--- config.mk ---
export PLATFORM = sky130hd
export DESIGN_NAME = pwm_dac
export DESIGN_NICKNAME = d
export VERILOG_FILES = /design/src/pkg/pwm_dac_pkg.sv /design/src/verilog/pwm_dac.sv
export SDC_FILE = /design/constraint.sdc
export NUM_CORES = 1
export LEC_CHECK = 0
export ABC_AREA = 1
export BUFFER_PORTS_ARGS = -buffer_cell sky130_fd_sc_hd__buf_4
export CAP_MARGIN = 20
export CORE_MARGIN = 2
export CORE_UTILIZATION = 38
export CTS_BUF_LIST = sky130_fd_sc_hd__clkbuf_2 sky130_fd_sc_hd__clkbuf_4 sky130_fd_sc_hd__clkbuf_8
export DETAILED_ROUTE_END_ITERATION = 7
export SLEW_MARGIN = 30
export SYNTH_ARGS = -nofsm -noshare
export SYNTH_HDL_FRONTEND = slang
export SYNTH_SLANG_ARGS = --single-unit
--- constraint.sdc ---
create_clock -name clk_sys_i -period 2 [get_ports clk_sys_i]
set_clock_uncertainty 0.15 [all_clocks]
set_input_delay 0.2 -clock clk_sys_i [delete_from_list [all_inputs] [get_ports clk_sys_i]]
set_output_delay 0.2 -clock clk_sys_i [all_outputs]
set_load 0.01 [all_outputs]
--- src/pkg/pwm_dac_pkg.sv ---
// Constants shared by the three-channel PWM converter: register indices, fields,
// reset values and the basic-clock timing counts.
// Assumes a 125 MHz system clock and an AXI4-Lite master with 32-bit data.
package pwm_dac_pkg;

    // Register indices; the byte address on the bus is four times the index.
    localparam logic [7:0] IDX_CLOCK_SELECT   = 8'h26;
    localparam logic [7:0] IDX_PIN_FUNCTION   = 8'h27;
    localparam logic [7:0] IDX_TIMER_CONTROL  = 8'h28;
    localparam logic [7:0] IDX_STATUS         = 8'h29;
    localparam logic [7:0] IDX_GP_OUTPUT      = 8'h2A;
    localparam logic [7:0] IDX_DUTY_CH0       = 8'h44;
    localparam logic [7:0] IDX_DUTY_CH1       = 8'h45;
    localparam logic [7:0] IDX_DUTY_CH2       = 8'h46;

    // Field positions.
    localparam int BIT_RATE_SELECT   = 0;
    localparam int BIT_WIDTH_SELECT  = 2;
    localparam int BIT_TIMER_CLEAR   = 0;
    localparam int BIT_TIMER_RUN     = 1;
    localparam int BIT_TIMER_SELECT  = 3;
    localparam int STATUS_PIN_LSB    = 12;

    // Reset values.
    localparam logic [3:0] RST_CLOCK_SELECT  = 4'h0;
    localparam logic [3:0] RST_PIN_FUNCTION  = 4'h0;
    localparam logic [3:0] RST_TIMER_CONTROL = 4'h0;
    localparam logic [2:0] RST_GP_OUTPUT     = 3'h7;
    localparam logic [8:0] RST_DUTY          = 9'h1FF;

    // Timing: basic clock rates in Hz and the system-clock counts per pulse.
    localparam int CLK_SYS_HZ      = 125_000_000;
    localparam int BASIC_FAST_HZ   = 1_125_000;
    localparam int BASIC_SLOW_HZ   = 112_500;
    localparam int DIV_FAST        = CLK_SYS_HZ / BASIC_FAST_HZ;
    localparam int DIV_SLOW        = CLK_SYS_HZ / BASIC_SLOW_HZ;
    localparam int QUARTER_FAST    = DIV_FAST / 4;
    localparam int QUARTER_SLOW    = DIV_SLOW / 4;

    // Bus responses.
    localparam logic [1:0] RESP_OKAY   = 2'b00;
    localparam logic [1:0] RESP_SLVERR = 2'b10;

    typedef enum logic [3:0] {
        WR_IDLE = 4'b0001,
        WR_ADDR = 4'b0010,
        WR_DATA = 4'b0100,
        WR_RESP = 4'b1000
    } wr_state_type;

endpackage

--- src/verilog/pwm_dac.sv ---
// Three-channel PWM digital-to-analogue output block with AXI4-Lite registers.
// Assumes pins are open drain with an external pull-up and lowpass filter, and
// that all inputs are synchronous to clk_sys_i.
//
// Summary of operation
// - Bits 2..0 of pin function register pick PWM or general output per pin.
// - Each pin's mode changes without touching the other pins.
// - Pins only pull low or release; the outside supplies the pull-up.
// - Timer control bit 3 set means timer mode, clear means PWM converter.
// - Timer mode forces all pins to general output, ignoring select flags.
// - 8-bit width: pin high while duty exceeds count, low while smaller.
// - 9-bit width: same comparison, 512-pulse period and 512 duty steps.
// - High time gains an extra quarter basic pulse, so zero still pulses.
// - All channels share basic clock, width and frequency; only duty differs.
// - Basic clock is 1.125 MHz or 0.1125 MHz; 8-bit gives ~4.4 kHz/440 Hz.
// - 9-bit width gives ~2.2 kHz fast and ~220 Hz slow.
// - Duty storage of channel 2 doubles as the timer modulo register.
// - In timer mode duty registers 1 and 0 act as plain 8-bit latches.
//
// The AXI4-Lite interface to the registers was decided locally.
`timescale 1ns/1ps

module pwm_dac
    import pwm_dac_pkg::*;
#(
    parameter int NUM_CH = 3
) (
    input  wire logic          clk_sys_i,
    input  wire logic          arst_n_i,
    input  wire logic          soft_clear_i,
    input  wire logic [31:0]   s_axi_awaddr,
    input  wire logic          s_axi_awvalid,
    output logic               s_axi_awready,
    input  wire logic [31:0]   s_axi_wdata,
    input  wire logic [3:0]    s_axi_wstrb,
    input  wire logic          s_axi_wvalid,
    output logic               s_axi_wready,
    output logic [1:0]         s_axi_bresp,
    output logic               s_axi_bvalid,
    input  wire logic          s_axi_bready,
    input  wire logic [31:0]   s_axi_araddr,
    input  wire logic          s_axi_arvalid,
    output logic               s_axi_arready,
    output logic [31:0]        s_axi_rdata,
    output logic [1:0]         s_axi_rresp,
    output logic               s_axi_rvalid,
    input  wire logic          s_axi_rready,
    input  wire logic [2:0]    wave_out_pin_i,
    output logic [2:0]         wave_out_pin_o,
    output logic [2:0]         wave_out_pin_oe_n_o
);

    if (NUM_CH != 3) begin : g_bad_channels
        $error("pwm_dac serves exactly three channels");
    end
    if (QUARTER_FAST < 1) begin : g_bad_clock
        $error("system clock too slow for the quarter-pulse offset");
    end

    localparam logic [10:0] DIV_FAST_M1 = 11'(DIV_FAST - 1);
    localparam logic [10:0] DIV_SLOW_M1 = 11'(DIV_SLOW - 1);
    localparam logic [10:0] QTR_FAST    = 11'(QUARTER_FAST);
    localparam logic [10:0] QTR_SLOW    = 11'(QUARTER_SLOW);

    // Word address to register index; flags anything off a word boundary.
    function automatic logic [7:0] word_index(input logic [31:0] addr,
                                              output logic aligned);
        aligned = (addr[1:0] == 2'b00) && (addr[31:10] == 22'h0);
        return addr[9:2];
    endfunction

    function automatic logic is_mapped(input logic [7:0] idx);
        return (idx == IDX_CLOCK_SELECT) || (idx == IDX_PIN_FUNCTION) ||
               (idx == IDX_TIMER_CONTROL) || (idx == IDX_STATUS) ||
               (idx == IDX_GP_OUTPUT) || (idx == IDX_DUTY_CH0) ||
               (idx == IDX_DUTY_CH1) || (idx == IDX_DUTY_CH2);
    endfunction

    // Register file state.
    logic [3:0]  clock_select_reg, clock_select_next;
    logic [3:0]  pin_function_reg, pin_function_next;
    logic [3:0]  timer_control_reg, timer_control_next;
    logic [2:0]  gp_output_reg, gp_output_next;
    logic [8:0]  duty_reg [NUM_CH];
    logic [8:0]  duty_next [NUM_CH];
    logic        counter_clear_reg, counter_clear_next;

    // Bus state.
    wr_state_type wr_state_reg, wr_state_next;
    logic [31:0] waddr_reg, waddr_next;
    logic [31:0] wdata_reg, wdata_next;
    logic [3:0]  wstrb_reg, wstrb_next;
    logic        awready_reg, awready_next;
    logic        wready_reg, wready_next;
    logic        bvalid_reg, bvalid_next;
    logic [1:0]  bresp_reg, bresp_next;
    logic        arready_reg, arready_next;
    logic        rvalid_reg, rvalid_next;
    logic [31:0] rdata_reg, rdata_next;
    logic [1:0]  rresp_reg, rresp_next;

    // Counter state.
    logic [10:0] presc_reg, presc_next;
    logic [8:0]  count_reg, count_next;
    logic [2:0]  level_reg, level_next;
    logic [2:0]  oe_n_reg, oe_n_next;
    logic [2:0]  pin_seen_reg, pin_seen_next;
    logic [2:0]  pin_low_reg;

    logic        timer_mode;
    logic        width9;
    logic [10:0] div_m1;
    logic [10:0] quarter;
    logic        tick;
    logic [2:0]  wave;

    assign timer_mode = timer_control_reg[BIT_TIMER_SELECT];
    assign width9     = clock_select_reg[BIT_WIDTH_SELECT];
    assign div_m1     = clock_select_reg[BIT_RATE_SELECT] ? DIV_SLOW_M1 : DIV_FAST_M1;
    assign quarter    = clock_select_reg[BIT_RATE_SELECT] ? QTR_SLOW : QTR_FAST;
    assign tick       = (presc_reg == div_m1);

    // Write channel: address and data are taken in either order.
    always_comb begin
        logic       waligned;
        logic [7:0] widx;
        logic       do_write;
        waligned        = 1'b0;
        widx            = word_index(waddr_reg, waligned);
        do_write        = 1'b0;
        wr_state_next   = wr_state_reg;
        waddr_next      = waddr_reg;
        wdata_next      = wdata_reg;
        wstrb_next      = wstrb_reg;
        awready_next    = awready_reg;
        wready_next     = wready_reg;
        bvalid_next     = bvalid_reg;
        bresp_next      = bresp_reg;
        case (wr_state_reg)
            WR_IDLE: begin
                awready_next = 1'b1;
                wready_next  = 1'b1;
                if (s_axi_awvalid && awready_reg && s_axi_wvalid && wready_reg) begin
                    waddr_next    = s_axi_awaddr;
                    wdata_next    = s_axi_wdata;
                    wstrb_next    = s_axi_wstrb;
                    awready_next  = 1'b0;
                    wready_next   = 1'b0;
                    wr_state_next = WR_RESP;
                end else if (s_axi_awvalid && awready_reg) begin
                    waddr_next    = s_axi_awaddr;
                    awready_next  = 1'b0;
                    wr_state_next = WR_ADDR;
                end else if (s_axi_wvalid && wready_reg) begin
                    wdata_next    = s_axi_wdata;
                    wstrb_next    = s_axi_wstrb;
                    wready_next   = 1'b0;
                    wr_state_next = WR_DATA;
                end
            end
            WR_ADDR: begin
                if (s_axi_wvalid && wready_reg) begin
                    wdata_next    = s_axi_wdata;
                    wstrb_next    = s_axi_wstrb;
                    wready_next   = 1'b0;
                    wr_state_next = WR_RESP;
                end
            end
            WR_DATA: begin
                if (s_axi_awvalid && awready_reg) begin
                    waddr_next    = s_axi_awaddr;
                    awready_next  = 1'b0;
                    wr_state_next = WR_RESP;
                end
            end
            WR_RESP: begin
                if (!bvalid_reg) begin
                    do_write    = 1'b1;
                    bvalid_next = 1'b1;
                    bresp_next  = (waligned && is_mapped(widx)) ? RESP_OKAY : RESP_SLVERR;
                end else if (s_axi_bready) begin
                    bvalid_next   = 1'b0;
                    awready_next  = 1'b1;
                    wready_next   = 1'b1;
                    wr_state_next = WR_IDLE;
                end
            end
            default: begin
                wr_state_next = WR_IDLE;
            end
        endcase

        // Register writes land in the cycle the response is raised.
        clock_select_next  = clock_select_reg;
        pin_function_next  = pin_function_reg;
        timer_control_next = timer_control_reg;
        gp_output_next     = gp_output_reg;
        counter_clear_next = 1'b0;
        for (int c = 0; c < NUM_CH; c++) begin
            duty_next[c] = duty_reg[c];
        end
        if (do_write && waligned && wstrb_reg[0]) begin
            case (widx)
                IDX_CLOCK_SELECT: begin
                    clock_select_next = {1'b0, wdata_reg[2], 1'b0, wdata_reg[0]};
                end
                IDX_PIN_FUNCTION: begin
                    pin_function_next = {1'b0, wdata_reg[2:0]};
                end
                IDX_TIMER_CONTROL: begin
                    timer_control_next = {wdata_reg[3], 2'b00, 1'b0} |
                                         (4'(wdata_reg[BIT_TIMER_RUN]) << BIT_TIMER_RUN);
                    counter_clear_next = wdata_reg[BIT_TIMER_CLEAR];
                end
                IDX_GP_OUTPUT: begin
                    gp_output_next = wdata_reg[2:0];
                end
                default: begin
                end
            endcase
        end
        // Each pin has its own duty word; bit 8 rides on the second byte lane.
        for (int c = 0; c < NUM_CH; c++) begin
            if (do_write && waligned && (widx == IDX_DUTY_CH0 + 8'(c))) begin
                if (timer_mode && c < 2) begin
                    if (wstrb_reg[0]) begin
                        duty_next[c] = {1'b0, wdata_reg[7:0]};
                    end
                end else begin
                    if (wstrb_reg[0]) begin
                        duty_next[c][7:0] = wdata_reg[7:0];
                    end
                    if (wstrb_reg[1]) begin
                        duty_next[c][8] = wdata_reg[8];
                    end
                end
            end
        end
        // Watchdog, stack or clock-stop clear; a chip-enable reset leaves these alone.
        if (soft_clear_i) begin
            clock_select_next  = RST_CLOCK_SELECT;
            pin_function_next  = RST_PIN_FUNCTION;
            timer_control_next = RST_TIMER_CONTROL;
            for (int c = 0; c < NUM_CH; c++) begin
                duty_next[c] = RST_DUTY;
            end
        end
    end

    // Read channel: one read at a time, answered the cycle after the address.
    always_comb begin
        logic       raligned;
        logic [7:0] ridx;
        raligned     = 1'b0;
        ridx         = word_index(s_axi_araddr, raligned);
        arready_next = arready_reg;
        rvalid_next  = rvalid_reg;
        rdata_next   = rdata_reg;
        rresp_next   = rresp_reg;
        if (rvalid_reg) begin
            if (s_axi_rready) begin
                rvalid_next  = 1'b0;
                arready_next = 1'b1;
            end
        end else if (s_axi_arvalid && arready_reg) begin
            arready_next = 1'b0;
            rvalid_next  = 1'b1;
            rresp_next   = (raligned && is_mapped(ridx)) ? RESP_OKAY : RESP_SLVERR;
            rdata_next   = 32'h0000_0000;
            if (raligned) begin
                case (ridx)
                    IDX_CLOCK_SELECT:  rdata_next = 32'(clock_select_reg);
                    IDX_PIN_FUNCTION:  rdata_next = 32'(pin_function_reg);
                    IDX_TIMER_CONTROL: rdata_next = 32'(timer_control_reg);
                    IDX_GP_OUTPUT:     rdata_next = 32'(gp_output_reg);
                    IDX_STATUS:        rdata_next = 32'(count_reg) |
                                                    (32'(pin_seen_reg) << STATUS_PIN_LSB);
                    IDX_DUTY_CH0:      rdata_next = 32'(duty_reg[0]);
                    IDX_DUTY_CH1:      rdata_next = 32'(duty_reg[1]);
                    IDX_DUTY_CH2:      rdata_next = 32'(duty_reg[2]);
                    default:           rdata_next = 32'h0000_0000;
                endcase
            end
        end
    end

    // One shared prescaler and count serve every channel, so all pins share period.
    always_comb begin
        logic [8:0] top;
        top        = width9 ? 9'h1FF : 9'h0FF;
        presc_next = tick ? 11'h000 : presc_reg + 11'h001;
        count_next = count_reg;
        if (timer_mode) begin
            // The timer wraps at the modulo held in channel 2's duty storage.
            if (tick && timer_control_reg[BIT_TIMER_RUN]) begin
                count_next = (count_reg[7:0] == duty_reg[2][7:0]) ? 9'h000 :
                             {1'b0, count_reg[7:0] + 8'h01};
            end
        end else if (tick) begin
            count_next = (count_reg >= top) ? 9'h000 : count_reg + 9'h001;
        end
        if (counter_clear_reg) begin
            count_next = 9'h000;
            presc_next = 11'h000;
        end
        pin_seen_next = wave_out_pin_i;
    end

    for (genvar c = 0; c < NUM_CH; c++) begin : g_channel
        logic [8:0] eff_duty;
        logic [8:0] eff_count;
        assign eff_duty  = width9 ? duty_reg[c] : {1'b0, duty_reg[c][7:0]};
        assign eff_count = width9 ? count_reg : {1'b0, count_reg[7:0]};
        // Matching value stays high for the first quarter of the pulse.
        assign wave[c] = (eff_duty > eff_count) ||
                         ((eff_duty == eff_count) && (presc_reg < quarter));
    end

    always_comb begin
        for (int c = 0; c < NUM_CH; c++) begin
            // Timer mode forces every pin to its general output latch.
            level_next[c] = (!timer_mode && pin_function_reg[c]) ? wave[c]
                                                                 : gp_output_reg[c];
        end
        // Only a low level is driven; a high level releases the line.
        oe_n_next = level_next;
    end

    always_ff @(posedge clk_sys_i or negedge arst_n_i) begin
        if (!arst_n_i) begin
            wr_state_reg      <= WR_IDLE;
            waddr_reg         <= 32'h0000_0000;
            wdata_reg         <= 32'h0000_0000;
            wstrb_reg         <= 4'h0;
            awready_reg       <= 1'b0;
            wready_reg        <= 1'b0;
            bvalid_reg        <= 1'b0;
            bresp_reg         <= RESP_OKAY;
            arready_reg       <= 1'b1;
            rvalid_reg        <= 1'b0;
            rdata_reg         <= 32'h0000_0000;
            rresp_reg         <= RESP_OKAY;
            clock_select_reg  <= RST_CLOCK_SELECT;
            pin_function_reg  <= RST_PIN_FUNCTION;
            timer_control_reg <= RST_TIMER_CONTROL;
            gp_output_reg     <= RST_GP_OUTPUT;
            counter_clear_reg <= 1'b0;
            for (int c = 0; c < NUM_CH; c++) begin
                duty_reg[c] <= RST_DUTY;
            end
            presc_reg         <= 11'h000;
            count_reg         <= 9'h000;
            level_reg         <= 3'h7;
            oe_n_reg          <= 3'h7;
            pin_seen_reg      <= 3'h0;
            pin_low_reg       <= 3'h0;
        end else begin
            wr_state_reg      <= wr_state_next;
            waddr_reg         <= waddr_next;
            wdata_reg         <= wdata_next;
            wstrb_reg         <= wstrb_next;
            awready_reg       <= awready_next;
            wready_reg        <= wready_next;
            bvalid_reg        <= bvalid_next;
            bresp_reg         <= bresp_next;
            arready_reg       <= arready_next;
            rvalid_reg        <= rvalid_next;
            rdata_reg         <= rdata_next;
            rresp_reg         <= rresp_next;
            clock_select_reg  <= clock_select_next;
            pin_function_reg  <= pin_function_next;
            timer_control_reg <= timer_control_next;
            gp_output_reg     <= gp_output_next;
            counter_clear_reg <= counter_clear_next;
            for (int c = 0; c < NUM_CH; c++) begin
                duty_reg[c] <= duty_next[c];
            end
            presc_reg         <= presc_next;
            count_reg         <= count_next;
            level_reg         <= level_next;
            oe_n_reg          <= oe_n_next;
            pin_seen_reg      <= pin_seen_next;
            pin_low_reg       <= 3'h0;
        end
    end

    assign s_axi_awready       = awready_reg;
    assign s_axi_wready        = wready_reg;
    assign s_axi_bvalid        = bvalid_reg;
    assign s_axi_bresp         = bresp_reg;
    assign s_axi_arready       = arready_reg;
    assign s_axi_rvalid        = rvalid_reg;
    assign s_axi_rdata         = rdata_reg;
    assign s_axi_rresp         = rresp_reg;
    assign wave_out_pin_o      = pin_low_reg;
    assign wave_out_pin_oe_n_o = oe_n_reg;

endmodule

==> results.sh <==
export IMPL_slowest_delay_ns=0.40
export IMPL_synth_edf_count=0
export IMPL_routabilityCongestion=0.945
export IMPL_clkSinkCount=130
export IMPL_setup_ws_ns=0.110
export IMPL_final_area_um2=10100
export IMPL_leakage_uw=0.00533
export IMPL_status="finished clean"
export IMPL_path_cells="inv_1 -> ha_1 -> a21oi_1 -> nand2_1 -> a21oi_2 -> nand2_1 -> nand2_1 -> nand3_1 -> nand2_1"
export IMPL_end_kind="register"
export IMPL_cts_tree="built"
export IMPL_antenna_found_initial=0
export IMPL_die_area_um2=21700
export IMPL_vdd_drop_max_uv=558
export IMPL_hold_viol=0
export IMPL_postSynth_asyncResetShare_pct=100
export IMPL_numCtsBuffers=17
export IMPL_drc=0
export IMPL_post_route_min_period_ns=1.89
export IMPL_place_ws_ns=0.0989
export IMPL_yosys_cell_count_top_type="nand2_1"
export IMPL_grt_pass1_vias=6710
export IMPL_arrival_ns=2.11
export IMPL_rsz0062_at_grt="true"
export IMPL_post_dp_cell_area_um2=9120
export IMPL_final_core_util_pct=50.0
export IMPL_synth_cell_types=36
export IMPL_dp_hpwl_mm=15.5
export IMPL_track_usage_pct=19.3
export IMPL_synth_cells=1069
export IMPL_cp_top_family="simple AND/OR/NAND/NOR gates"
export IMPL_largest_register_ffs=32
export IMPL_vias=7302
export IMPL_cellPowerDensity_nw_per_um2=961
export IMPL_core_um2=20200
export IMPL_die_w_um=147
export IMPL_initial_core_util_pct=38.6
export IMPL_cp_required_ns=2.22
export IMPL_slew_violations=0
export IMPL_grt_pass1_wl_mm=33.5
export IMPL_syn_area_um2=7820
export IMPL_wl_per_cell_um=13.0
export IMPL_synthTopCellsByCount="342 x nand2_1, 124 x inv_1, 124 x nand3_1"
export IMPL_n_antenna_cell=0
export IMPL_finalSetupViolations=0
export IMPL_gr_total_overflow=0
export IMPL_crit_fanout=4
export IMPL_yosysSeqAreaShare_pct=42.2
export IMPL_final_nets=1424
export IMPL_cpMaxStageDelayCell="dfrtp_1"
export IMPL_cp_start_kind="register"
export IMPL_fin_crit_sh_pct=94.5
export IMPL_die_height_um=147
export IMPL_area_growth_pct=29.5
export IMPL_h_tree_depth=4
export IMPL_crit_type="register to register"
export IMPL_cts_root_buffer="clkbuf_8"
export IMPL_placementRows=52
export IMPL_drt_total_wl_mm=20.3
export IMPL_synth_seq_cells=130
export IMPL_whs_ns=0.0501
export IMPL_clk_latency_ns=0.46
export IMPL_nFillCells=2014
export IMPL_clkSlewWorstSetupHoldPaths_ns=0.09
export IMPL_synthFlopType="dfrtp_1"
export IMPL_ys_warnings_count=0
export IMPL_drt_iter0_drc=545
export IMPL_synth_top_area_share_pct=30.4
export IMPL_crit_buf_inv=1
export IMPL_firstDrtPassIters=5
export IMPL_crit_top_cell="nand2_1"
export IMPL_avgSynthCellArea_um2=7.31
export IMPL_cts_buffer_depth=2
export IMPL_grt_max_degree=38
export IMPL_portBuffers=107
export IMPL_hold_class="primary input to asynchronous set/reset pin"
export IMPL_maxCapViolCount=0
export IMPL_io_pins=158
export IMPL_vias_per_cell=4.68
export IMPL_synth_largest_area_cell="dfrtp_1"
export IMPL_antenna_left=0
export IMPL_fmax_mhz=529
export IMPL_synth_area_leaders="dfrtp_1 30%, nand2_1 16%, dfstp_2 12%, nand3_1 7.9%, inv_1 6.0%"
export IMPL_drive_gt1_share_pct=20.9
[through the flow]
stage          total power [µW]  std cells  setup TNS (ns)
3_5_place_dp               7250       1472               0
6_report                   9730       1560               0
3_3_place_gp               7180       1472               0
2_1_floorplan              6190       1093               0
4_1_cts                    9790       1556               0
5_1_grt                   10500       1560        -0.00676
[layout make-up]
| type | instances | area [µm²] | share of cell area [%] |
|---|---|---|---|
| well taps | 270 | 338 | 3.34 |
| multi-input cells | 787 | 3820 | 37.8 |
| inverters | 130 | 490 | 4.85 |
| flip-flops and latches | 130 | 3300 | 32.6 |
| repair buffers | 211 | 1750 | 17.3 |
| clock inverters | 15 | 185 | 1.83 |
| clock buffers | 17 | 234 | 2.31 |
[routing by layer]
layer,vias to the layer above,share of wire [%],global-route usage [%]
met5,-,0,0
met4,0,1.8,5.91
met3,24,5.1,3.52
met2,178,44,28.9
met1,3326,49,28.4
li1,3774,-,-
[cell usage in the layout, fill, tap and decap left out, types with 7 or more instances in the layout]
cell type,Yosys,final
a21oi_1,19,18
buf_4,28,156
clkbuf_8,0,17
conb_1,1,25
dfrtp_1,95,94
dfstp_2,35,35
dlygate4sd3_1,0,52
ha_1,36,36
inv_1,124,124
nand2_1,342,342
nand2_2,10,8
nand3_1,124,122
nand3b_1,7,7
nand4_1,23,23
nor2_1,107,104
nor2_2,8,11
nor3_1,7,7
o21ai_0,38,38
o21ai_1,10,10
xor2_1,8,8
[logic make-up (layout without fill, tap and decap cells)]
family | after synthesis | count (layout) | synth area share (%)
buf+inv | 176 | 373 | 10.5
compound gates | 74 | 74 | 4.96
xor+xnor | 9 | 9 | 1.01
simple gates | 643 | 643 | 35.6
fa+ha+maj | 36 | 36 | 5.76
other cells | 1 | 25 | 0.0480
flops | 130 | 130 | 42.2
[worst paths after layout]
check,end,startpoint,depth (start not counted),slack [ns]
min in group clk_sys_i,s_axi_rdata[3],s_axi_araddr[2],8,0.16
worst max register to register,wave_out_pin_oe_n_o[1],clock_select_reg[0],9,0.11
worst min register to register,s_axi_rdata[12],pin_seen_reg[0],2,0.29
worst min-delay path,waddr_reg[19],arst_n_i,2,0.05
worst max-delay path,wave_out_pin_oe_n_o[1],clock_select_reg[0],9,0.11
max in group asynchronous,duty_reg[2],arst_n_i,3,0.96
[power by group]
group          total (µW)  internal [µW]  switching [µW]
clock                2410           1170            1240
sequential           4120           3560             561
combinational        3200           1280            1920
[worst reg2reg max path, cell delays in order (launching register included)]
cell and delay (ns):
dfrtp_1 0.40, inv_1 0.10, ha_1 0.32, a21oi_1 0.18, nand2_1 0.08, a21oi_2 0.17
nand2_1 0.13, nand2_1 0.07, nand3_1 0.07, nand2_1 0.13
[repair_timing]
action	CTS	global route
hold endpoints to repair	160	0
setup endpoints to repair	0	20
setup buffers	0	4
hold buffers	52	0
gates resized for setup	0	10
No activity file was read; power rests on OpenSTA's default activity.
